<file path="src/phantom_rtc_map.svh">
// named offsets, key and counts of the phantom clock access sequencer
// assumes inclusion by every file that needs the constants
`ifndef PHANTOM_RTC_MAP_SVH
`define PHANTOM_RTC_MAP_SVH

// key, sent lsb first: c5 3a a3 5c c5 3a a3 5c
`define PR_KEY          64'h5CA3_3AC5_5CA3_3AC5
// first and last bit index of key and of transfer
`define PR_IDX_FIRST    6'h00
`define PR_IDX_LAST     6'h3F
// last bit inside one 8-bit clock register
`define PR_BYTE_LAST    3'h7
// reset-enable bit: bit 4 of day register 4
`define PR_RST_EN_BIT   6'h24
// two-entry buffer depth
`define PR_BUF_DEPTH    2

`endif

</file>
<file path="src/phantom_rtc_pkg.sv">
// types shared by the phantom clock access sequencer files
// assumes phantom_rtc_map.svh holds the numbers
package phantom_rtc_pkg;

    // sequencer states
    typedef enum logic [1:0] {
        SEQ_IDLE,   // pass-through, pointer not armed
        SEQ_MATCH,  // comparing written bits against key
        SEQ_FAIL,   // mismatch seen, writes ignored
        SEQ_XFER    // 64 clock data cycles
    } seq_state_e;

    typedef logic [5:0] bit_idx_t;  // key pointer / transfer count
    typedef logic [2:0] reg_idx_t;  // clock register number
    typedef logic [7:0] byte_t;     // one clock register

endpackage : phantom_rtc_pkg

</file>
<file path="src/phantom_rtc_buf.sv">
// two-entry buffer with valid/ready on both sides
// assumes one clock and an asynchronous active-low reset
`timescale 1ns/1ps
`include "phantom_rtc_map.svh"

module phantom_rtc_buf #(
    parameter int WIDTH = 11,
    parameter int DEPTH = `PR_BUF_DEPTH
) (
    input  wire logic             i_sys_clk,
    input  wire logic             i_arst_n,
    input  wire logic             i_in_valid,
    output logic                  o_in_ready,
    input  wire logic [WIDTH-1:0] i_in_data,
    output logic                  o_out_valid,
    input  wire logic             i_out_ready,
    output logic      [WIDTH-1:0] o_out_data
);
    localparam int AW = (DEPTH > 1) ? $clog2(DEPTH) : 1;

    logic [WIDTH-1:0] mem_q [DEPTH];   // storage
    logic [AW-1:0]    wr_q;            // write slot
    logic [AW-1:0]    rd_q;            // read slot
    logic [AW:0]      cnt_q;           // fill level
    logic             push;
    logic             pop;

    assign o_in_ready  = (cnt_q != (AW+1)'(DEPTH));
    assign o_out_valid = (cnt_q != '0);
    assign push        = i_in_valid && o_in_ready;
    assign pop         = o_out_valid && i_out_ready;
    assign o_out_data  = mem_q[rd_q];

    // ---------------------------------------------------------------
    // storage and pointers
    // ---------------------------------------------------------------
    always_ff @(posedge i_sys_clk or negedge i_arst_n) begin
        if (!i_arst_n) begin
            wr_q  <= '0;
            rd_q  <= '0;
            cnt_q <= '0;
            for (int i = 0; i < DEPTH; i++) begin
                mem_q[i] <= '0;
            end
        end else begin
            if (push) begin
                mem_q[wr_q] <= i_in_data;
                wr_q <= (wr_q == AW'(DEPTH-1)) ? '0 : wr_q + AW'(1);
            end
            if (pop) begin
                rd_q <= (rd_q == AW'(DEPTH-1)) ? '0 : rd_q + AW'(1);
            end
            cnt_q <= cnt_q + (AW+1)'(push) - (AW+1)'(pop);
        end
    end

endmodule : phantom_rtc_buf

</file>
<file path="src/phantom_rtc_access_sequencer.sv">
// access sequencer of a phantom clock in series with a memory select
// assumes bus pins already synchronous to i_sys_clk; counters outside
//
// How it works
// - unlock only after 64 matching key writes
// - before unlock, pass select to memory
// - during transfer, hold memory select high
// - a read arms pointer at key bit 0
// - matching write bit advances the pointer
// - mismatch freezes pointer, later writes ignored
// - read during matching restarts the attempt
// - key writes never reach clock registers
// - each transfer cycle moves one bit
// - cycles elsewhere leave progress untouched
// - power fail forces memory select high
// - normal supply, no transfer: memory select follows input
// - power fail aborts and refuses access
// - key c5 3a a3 5c twice, lsb first
// - transfer walks register 0 bit 0 onward
// - reset pin aborts unless reset bit set
`timescale 1ns/1ps
`include "phantom_rtc_map.svh"

module phantom_rtc_access_sequencer (
    input  wire logic                   i_sys_clk,
    input  wire logic                   i_arst_n,
    input  wire logic                   i_chip_sel_in_n,
    input  wire logic                   i_oe_n,
    input  wire logic                   i_we_n,
    input  wire logic                   i_data_in,
    input  wire logic                   i_below_threshold,
    input  wire logic                   i_abort_pin_n,
    input  wire logic [63:0]            i_clock_image,
    input  wire logic                   i_tk_ready,
    output logic                        o_memory_sel_out_n,
    output logic                        o_data_out,
    output logic                        o_data_out_oe,
    output logic                        o_xfer_active,
    output logic                        o_tk_valid,
    output phantom_rtc_pkg::reg_idx_t   o_tk_index,
    output phantom_rtc_pkg::byte_t      o_tk_data
);
    import phantom_rtc_pkg::*;

    // ---------------------------------------------------------------
    // helpers
    // ---------------------------------------------------------------
    // key bit under the pointer
    function automatic logic key_bit(input bit_idx_t idx);
        logic [63:0] key;
        key = `PR_KEY;
        return key[idx];
    endfunction : key_bit

    // ---------------------------------------------------------------
    // declarations
    // ---------------------------------------------------------------
    seq_state_e state_q;      // sequencer state
    bit_idx_t   ptr_q;        // key pointer
    bit_idx_t   xcnt_q;       // transfer bit count
    logic       sel_low_q;    // select was low last clock
    logic       we_seen_q;    // write strobe seen in this cycle
    logic       din_q;        // data bit caught under the strobe
    byte_t      shift_q;      // assembling write byte
    logic       pend_q;       // finished byte waiting for buffer
    reg_idx_t   pend_idx_q;   // its register number
    byte_t      pend_data_q;  // its value
    logic       dout_q;       // read bit for the data pin
    logic       cyc_end;      // select just rose: cycle done
    logic       wr_done;      // finished cycle was a write
    logic       rd_done;      // finished cycle was a read
    logic       cur_din;      // data bit of finished write
    logic       abort_pin;    // reset pin honoured and low
    logic       pf;           // supply below threshold
    logic       buf_ready;    // buffer can take a byte
    logic       byte_done;    // write finished a register

    // ---------------------------------------------------------------
    // bus cycle decode
    // ---------------------------------------------------------------
    // a cycle is counted when select rises; other-location cycles
    // never lower select, so they never touch progress
    assign cyc_end   = sel_low_q && i_chip_sel_in_n;
    assign wr_done   = cyc_end && we_seen_q;
    assign rd_done   = cyc_end && !we_seen_q;
    assign cur_din   = din_q;
    assign pf        = i_below_threshold;
    assign abort_pin = !i_abort_pin_n
                       && !i_clock_image[`PR_RST_EN_BIT];
    assign byte_done = (state_q == SEQ_XFER) && wr_done && !pf
                       && !abort_pin
                       && (xcnt_q[2:0] == `PR_BYTE_LAST);

    // track select, write strobe and write data per cycle
    always_ff @(posedge i_sys_clk or negedge i_arst_n) begin
        if (!i_arst_n) begin
            sel_low_q <= 1'b0;
            we_seen_q <= 1'b0;
            din_q     <= 1'b0;
        end else begin
            sel_low_q <= !i_chip_sel_in_n;
            if (i_chip_sel_in_n) begin
                we_seen_q <= 1'b0;              // deselect
            end else if (!i_we_n) begin
                we_seen_q <= 1'b1;              // write mode
                din_q     <= i_data_in;
            end
        end
    end

    // ---------------------------------------------------------------
    // sequencer
    // ---------------------------------------------------------------
    // pattern recognition and transfer, abort has priority
    // power fail outranks the reset pin; either one drops back to idle
    // with pointer and count cleared, so no half-done attempt or
    // transfer can resume where it stopped
    always_ff @(posedge i_sys_clk or negedge i_arst_n) begin
        if (!i_arst_n) begin
            state_q <= SEQ_IDLE;
            ptr_q   <= `PR_IDX_FIRST;
            xcnt_q  <= `PR_IDX_FIRST;
        end else if (pf) begin
            state_q <= SEQ_IDLE;
            ptr_q   <= `PR_IDX_FIRST;
            xcnt_q  <= `PR_IDX_FIRST;
        end else if (abort_pin) begin
            state_q <= SEQ_IDLE;
            ptr_q   <= `PR_IDX_FIRST;
            xcnt_q  <= `PR_IDX_FIRST;
        end else begin
            unique case (state_q)
                // locked: only a read can start an attempt
                SEQ_IDLE, SEQ_FAIL: begin
                    if (rd_done) begin
                        state_q <= SEQ_MATCH;
                        ptr_q   <= `PR_IDX_FIRST;
                    end
                    // writes here are ignored
                end
                // comparing: one key bit per finished write
                SEQ_MATCH: begin
                    if (rd_done) begin
                        ptr_q <= `PR_IDX_FIRST;
                    end else if (wr_done) begin
                        if (cur_din != key_bit(ptr_q)) begin
                            state_q <= SEQ_FAIL;
                        end else if (ptr_q == `PR_IDX_LAST) begin
                            state_q <= SEQ_XFER;
                            xcnt_q  <= `PR_IDX_FIRST;
                            ptr_q   <= `PR_IDX_FIRST;
                        end else begin
                            ptr_q <= ptr_q + 6'h01;
                        end
                    end
                end
                // unlocked: every finished cycle moves one bit
                SEQ_XFER: begin
                    if (cyc_end) begin
                        if (xcnt_q == `PR_IDX_LAST) begin
                            state_q <= SEQ_IDLE;
                            xcnt_q  <= `PR_IDX_FIRST;
                        end else begin
                            xcnt_q <= xcnt_q + 6'h01;
                        end
                    end
                end
            endcase
        end
    end

    // ---------------------------------------------------------------
    // transfer data path
    // ---------------------------------------------------------------
    // write bits assemble lsb first; only transfer writes count
    always_ff @(posedge i_sys_clk or negedge i_arst_n) begin
        if (!i_arst_n) begin
            shift_q <= 8'h00;
        end else if ((state_q == SEQ_XFER) && wr_done) begin
            shift_q <= {cur_din, shift_q[7:1]};
        end
    end

    // finished byte waits here until the buffer takes it
    always_ff @(posedge i_sys_clk or negedge i_arst_n) begin
        if (!i_arst_n) begin
            pend_q      <= 1'b0;
            pend_idx_q  <= 3'h0;
            pend_data_q <= 8'h00;
        end else if (byte_done) begin
            pend_q      <= 1'b1;
            pend_idx_q  <= xcnt_q[5:3];
            pend_data_q <= {cur_din, shift_q[7:1]};
        end else if (buf_ready) begin
            pend_q <= 1'b0;
        end
    end

    // read bit for current transfer position
    always_ff @(posedge i_sys_clk or negedge i_arst_n) begin
        if (!i_arst_n) begin
            dout_q <= 1'b0;
        end else begin
            dout_q <= i_clock_image[xcnt_q];
        end
    end

    // ---------------------------------------------------------------
    // pins
    // ---------------------------------------------------------------
    // memory select: forced high on power fail or during transfer,
    // otherwise the input select passes straight to the memory
    assign o_memory_sel_out_n = pf
                                || (state_q == SEQ_XFER)
                                || i_chip_sel_in_n;
    // data out driven only for transfer reads with output enable
    assign o_data_out_oe = (state_q == SEQ_XFER) && !pf
                           && !i_chip_sel_in_n && i_we_n
                           && !i_oe_n;
    assign o_data_out    = dout_q;
    assign o_xfer_active = (state_q == SEQ_XFER);

    // two-entry buffer toward the timekeeping core
    phantom_rtc_buf #(
        .WIDTH (11),
        .DEPTH (`PR_BUF_DEPTH)
    ) u_buf (
        .i_sys_clk   (i_sys_clk),
        .i_arst_n    (i_arst_n),
        .i_in_valid  (pend_q),
        .o_in_ready  (buf_ready),
        .i_in_data   ({pend_idx_q, pend_data_q}),
        .o_out_valid (o_tk_valid),
        .i_out_ready (i_tk_ready),
        .o_out_data  ({o_tk_index, o_tk_data})
    );
endmodule : phantom_rtc_access_sequencer

</file>
<file path="config.mk">
export PLATFORM = sky130hd
export DESIGN_NAME = phantom_rtc_access_sequencer
export DESIGN_NICKNAME = d
export VERILOG_FILES = /design/src/phantom_rtc_pkg.sv /design/src/phantom_rtc_buf.sv /design/src/phantom_rtc_access_sequencer.sv
export VERILOG_INCLUDE_DIRS = /design/src
export SDC_FILE = /design/constraint.sdc
export NUM_CORES = 1
export LEC_CHECK = 0
export BUFFER_PORTS_ARGS = -buffer_cell sky130_fd_sc_hd__clkbuf_2
export CAP_MARGIN = 5
export CELL_PAD_IN_SITES_DETAIL_PLACEMENT = 0
export CELL_PAD_IN_SITES_GLOBAL_PLACEMENT = 1
export CORE_AREA = 2 2 94 96
export DETAILED_ROUTE_END_ITERATION = 12
export DIE_AREA = 0 0 96 98
export PLACE_DENSITY = 0.82
export SLEW_MARGIN = 25
export SYNTH_ARGS = -nofsm -noshare
export SYNTH_HDL_FRONTEND = slang
export SYNTH_SLANG_ARGS = --single-unit
</file>
<file path="constraint.sdc">
create_clock -name i_sys_clk -period 2.2 [get_ports i_sys_clk]
set_input_delay 0.22 -clock i_sys_clk [delete_from_list [all_inputs] [get_ports i_sys_clk]]
set_output_delay 0.22 -clock i_sys_clk [all_outputs]
set_load 0.005 [all_outputs]
</file>
==> After elaboration in Yosys (flattened, before gate mapping) <==
Memories as Yosys holds them, arrays and structs flattened.
Index checks and enable logic that the tools add are counted.
{ "word_totals": {"ff_bits": 64, "rom_bits": 64, "input_bits": 73, "wordCells": 127, "memories": 1} }
{ "classes": {"n_addsub": 6, "magnitude_cmp": 5, "n_eq_ne": 19, "muxes": 42, "bitwise": 4, "reduce_logical": 34} }
{ "mem_list": {"columns": ["name", "words", "word_bits", "read_ports", "rd_ports_with_merged_regs", "wr", "line_no", "source"], "rows": [
  ["(no name shown)", 64, 1, 1, 0, 0, "phantom_rtc_access_sequencer.sv:52", "return key[idx];"]
]} }
{ "ops": {"columns": ["operator", "count"], "rows": [
  ["$mux 6", 15],
  ["$mux 11", 4],
  ["$pmux 6 s2", 2],
  ["$bwmux 22", 1],
  ["$ne 4x4->1 const B", 5],
  ["$mux 2", 9],
  ["$logic_and 1x1->1", 15],
  ["$ne 5x5->1 const B", 3],
  ["$lt 6x7->1 const B", 2],
  ["$add 6x1->6 const B", 2],
  ["$eq 6x6->1 const B", 2],
  ["$reduce_and 6->1", 2],
  ["$demux 11 s1", 1],
  ["$mux 1", 8],
  ["$ne 4x2->1 const B", 2],
  ["$reduce_bool 4->1", 2],
  ["$logic_not 1->1", 7],
  ["$bmux 1 s6", 1],
  ["$pmux 2 s3", 1],
  ["$eq 2x2->1 const B", 2],
  ["$ge 2x2->1 const B", 2],
  ["$ne 2x2->1 const B", 2],
  ["$not 1->2", 2],
  ["$reduce_and 4->1", 1],
  ["13 further kinds", 17]
]} }

==> Longest topological paths before layout <==
{ "depth": {"ltp_word": 9, "mapped_depth": 8} }

==> Cells and area by module <==
A second synthesis with hierarchy kept.
{ "unflattened": {"hier_cells": 283, "area_unflattened_um2": 3621.0} }
{ "modules_own_cells": {"columns": ["module", "n_inst", "cells_each", "area_each_um2", "seq_area_each_um2"], "rows": [
  ["phantom_rtc_access_sequencer", 1, 201, 2351.0, 925.9],
  ["phantom_rtc_buf", 1, 82, 1270.0, 650.6]
]} }

==> Worst setup path before layout <==
OpenSTA, ideal clock, no wires.
{ "synth_timing": {"path_kind": "reg-to-reg", "start": "reg ptr_q[2]", "end": "reg ptr_q[0]", "setup_ns": 0.125, "t_arrival_ns": 1.862, "required_time_ns": 2.075, "path_slack_ns": 0.213, "stages_incl_launch_ff": 8, "n_path_buf": 2, "path_cell_list": "dfrtp_1 > o211ai_1 > a21oi_1 > or4_1 > buf_2 > and2_4 > buf_6 > mux2_4"} }
{ "synth_between": {"elab_chain_cells": 8, "word_cells_on_any_way": 13, "cone_classes": "eq/ne: 3; mux: 8; reduce/logical: 1; memory: 1"} }
{ "synth_rtl": {"columns": ["item", "line_no", "source"], "rows": [
  ["start: declaration", "phantom_rtc_access_sequencer.sv:59", "bit_idx_t ptr_q;"],
  ["start signal: assignment", "phantom_rtc_access_sequencer.sv:121", "ptr_q <= `PR_IDX_FIRST;"],
  ["start signal: assignment", "phantom_rtc_access_sequencer.sv:125", "ptr_q <= `PR_IDX_FIRST;"],
  ["start signal: assignment", "phantom_rtc_access_sequencer.sv:129", "ptr_q <= `PR_IDX_FIRST;"],
  ["branches (longest 8 deep; another with $mem_v2 64x1)", null, null]
]} }
Several ways; the timed one is not identified. The select of a mux whose other input is x is not followed.
A chain may end at the register's enable or synchronous reset.

==> Worst setup path after layout <==
{ "layout_timing": {"start": "reg ptr_q[1]", "end": "reg xcnt_q[2]"} }
{ "layout_between": {"elab_chain_cells": 5, "word_cells_on_any_way": 7, "cone_classes": "eq/ne: 4; mux: 1; reduce/logical: 1; memory: 1"} }
{ "layout_rtl": {"columns": ["item", "line_no", "source"], "rows": [
  ["$mem_v2 64x1", null, null],
  ["$mux 1 (implied by the code)", "phantom_rtc_access_sequencer.sv:52", null],
  ["$ne 1x1->1", "phantom_rtc_access_sequencer.sv:146", "if (cur_din != key_bit(ptr_q)) begin"],
  ["$ne 4x4->1 (no line)", null, null],
  ["$reduce_and 6->1 (no line) (*)", null, null],
  ["end signal: assignment", "phantom_rtc_access_sequencer.sv:150", "xcnt_q <= `PR_IDX_FIRST;"],
  ["end signal: assignment", "phantom_rtc_access_sequencer.sv:162", "xcnt_q <= `PR_IDX_FIRST;"],
  ["end signal: assignment", "phantom_rtc_access_sequencer.sv:164", "xcnt_q <= xcnt_q + 6'h01;"],
  ["end: declaration", "phantom_rtc_access_sequencer.sv:60", "bit_idx_t xcnt_q;"]
]} }
Every way passes the cells marked *; elsewhere a longest branch is shown, timed or not. The select of a mux whose other input is x is not followed.

==> impl_metrics.tcl <==
set metrics [dict create \
    grt_overflow 0 \
    peakVddDrop_v 0.000402 \
    pwr-share-comb_pct 11.9 \
    power.density_nw_per_um2 597 \
    intPower_mw 1.89 \
    gp_congestion 0.833 \
    worstSetupPathType "reg2reg" \
    maxSlewViolCount 0 \
    initial_core_util_pct 40.6 \
    m1WireLength_mm 3.32 \
    area_growth_pct 23.5 \
    synth.area.top_cells "dfrtp_1, mux2_2, mux4_2" \
    swShare_pct 25.4 \
    routed_wl_mm 7.23 \
    wl_met3_um 314 \
    drt-vias-per-instance 5.19 \
    fill_cells 784 \
    globalRouteTotalUtil_pct 16.6 \
    ios 89 \
    syn_inst 286 \
    synth_edf_count 0 \
    final_common_cell "clkbuf_2" \
    tightest_slew_ns 0.585 \
    cts.sinks 63 \
    fp.coreArea_um2 8470 \
    hold_violations 0 \
    synth_area_per_cell_um2 12.0 \
    hp-class "in2reg" \
    synth_area_um2 3430 \
    cts_buffers 9 \
    critPathRequiredTime_ns 2.42 \
    leakage_nw 2.08 \
    async_flop_share_pct 100 \
    ys_ff_latch 63 \
    startpoint_type "flip-flop" \
    path_clk_slew_ns 0.07 \
    drt_iter0_drc 70 \
    slew-limit-headroom_pct 60.9 \
    reg2regPathDepth 7 \
    num_antenna_cells 0 \
    highest_layer "met4" \
    synth_top_area_share_pct 45.9 \
    vias 2573 \
    seq_area_frac_synth_pct 45.9 \
    report.final.setup_viol 0 \
    drt-pass1-iter-count 4 \
    die_h_um 98 \
    pwr-share-seq_pct 50.0 \
    grt_pass1_vias 2516 \
    status "completed" \
    multi_input_area_um2 1750 \
    fin_skew_ns 0.0106 \
    switchingPower_mw 0.642 \
    synthDistinctLibCells 46 \
    mostFrequentLayoutCells "clkbuf_2, dfrtp_1, mux2_2, nand2_1, mux4_2" \
    htree_levels 3 \
    setup_tns_ns 0 \
    finalPower_mw 2.53 \
    cts.path.max_buffers 2 \
    fin_crit_sh_pct 93.1 \
    worstPathArrival_ns 2.27 \
    endpoint_kind "flip-flop" \
    drc 0 \
    max_freq_mhz 488 \
    wl_per_cell_um 14.6 \
    drive_gt1_share_pct 48.5 \
    final_antenna_net_count 0 \
    dpl.hpwl_mm 5.44 \
    rsz0062_at_grt "no" \
    rows 34 \
    wl_met2_mm 3.56 \
    regArea_um2 1580 \
    die_area_um2 9410 \
    p_clk_share_pct 38.1 \
    critPathMaxFanout 5 \
    root_buffer "clkbuf_8" \
    cts_tree "done" \
    synth_top_area_cell "dfrtp_1" \
    grt_max_degree 64 \
    portBuffers 88 \
    whs_path_depth 2 \
    nets 461 \
    die_x_um 96 \
    synth_fp_nets 364 \
    drv_cap 0 \
    clock_latency_ns 0.34 \
    final.min_clock_period_ns 2.05 \
    ys.flop_type "dfrtp_1" \
    grt_antenna_before_repair 0 \
    yosys_warnings 0 \
    grt_pass1_wl_mm 12.4 \
]
[logic make-up after synthesis]
logic type               count (synthesis)  synth area share, %
adder cells (fa/ha/maj)                  5                 1.82
AND/OR/NAND/NOR                         69                 9.69
buffers and inverters                   27                 3.28
AO/OA/AOI/OAI                           43                 8.56
flip-flops                              63                 45.9
multiplexers                            74                 29.5
XOR/XNOR                                 5                 1.27
[through the flow]
step / worst slack (ns) / util (%) / hold WS (ns) / cell area (µm²) / cells
after floorplan: 0.213 / - / -0.0756 / 3430 / 286
after detailed placement: 0.158 / 47.7 / 0.261 / 4040 / 479
after global placement: 0.192 / 47.7 / 0.262 / 4040 / 479
final: 0.152 / 50.1 / 0.0858 / 4240 / 496
after CTS: 0.126 / 50.1 / 0.0690 / 4240 / 496
after global routing: 0.0199 / 50.1 / 0.0794 / 4240 / 496
[synth_stat cells (all sizes together) (2+ instances only)]
| master | number |
|---|---|
| and3 | 5 |
| o211ai | 4 |
| mux2 | 54 |
| nor4 | 2 |
| ha | 5 |
| or3 | 2 |
| and2 | 3 |
| nor2b | 2 |
| or2 | 3 |
| o32ai | 3 |
| xnor2 | 4 |
| clkbuf | 6 |
| o21bai | 2 |
| a22o | 2 |
| inv | 13 |
| nand3 | 7 |
| mux2i | 4 |
| nor2 | 15 |
| a211oi | 3 |
| mux4 | 16 |
| a21oi | 10 |
| nor3 | 2 |
| o31ai | 2 |
| nand2 | 23 |
| dfrtp | 63 |
| o21ai | 8 |
| nand4 | 3 |
| buf | 8 |
[state kept, by name, indices dropped and copies added, names as in the netlist]
signal       count
cur_din          1
o_data_out       1
pend_data_q      8
pend_idx_q       3
pend_q           1
ptr_q            6
sel_low_q        1
shift_q          7
state_q          2
u_buf.cnt_q      2
u_buf.mem_q     22
u_buf.rd_q       1
u_buf.wr_q       1
we_seen_q        1
xcnt_q           6
[final cells by class]
cell class	count	share of cell area [%]
Multi-Input combinational cell	196	41.2
Sequential cell	63	37.2
Timing Repair Buffer	100	12.9
Tap cell	108	3.19
Clock buffer	10	3.01
Clock inverter	6	1.45
Inverter	13	1.15
[metal layers]
| metal | track usage (%) | vias to the layer above |
|---|---|---|
| li1 | - | 1259 |
| met1 | 23.1 | 1253 |
| met2 | 25.5 | 57 |
| met3 | 4.86 | 4 |
| met4 | 4.18 | 0 |
| met5 | 0 | - |
[power groups by stage]
stage | clock [mW] | sequential (mW) | combinational, mW
6_report | 0.964 | 1.27 | 0.301
3_5_place_dp | 0 | 1.29 | 0.304
2_1_floorplan | 0 | 1.24 | 0.206
3_3_place_gp | 0 | 1.29 | 0.294
4_1_cts | 0.993 | 1.27 | 0.307
5_1_grt | 1.05 | 1.28 | 0.344
[critical path, stage by stage (launching register included)]
cell,delay [ns]
dfrtp_1,0.41
ha_1,0.20
and3_1,0.21
and3_1,0.22
nand4_1,0.10
or3_1,0.35
and3_1,0.22
a22o_1,0.23
[path summary, 6_finish.rpt]
kind                                       from              end  slack [ns]
worst max-delay path                   ptr_q[1]        xcnt_q[2]        0.15
worst min-delay path                     i_we_n        we_seen_q        0.09
worst max register to register         ptr_q[1]        xcnt_q[2]        0.15
worst min register to register  u_buf.mem_q[16]  u_buf.mem_q[16]        0.50
max in group asynchronous              i_arst_n         ptr_q[0]        1.47
min in group asynchronous              i_arst_n  u_buf.mem_q[13]        0.44
[repair_timing]
item,4_1_cts,5_1_grt
hold buffers,1,0
endpoints found under the hold margin,63,0
gates resized for setup,0,1
endpoints found under the setup margin,0,1
setup buffers,0,0
No activity file was read; power rests on OpenSTA's default activity.
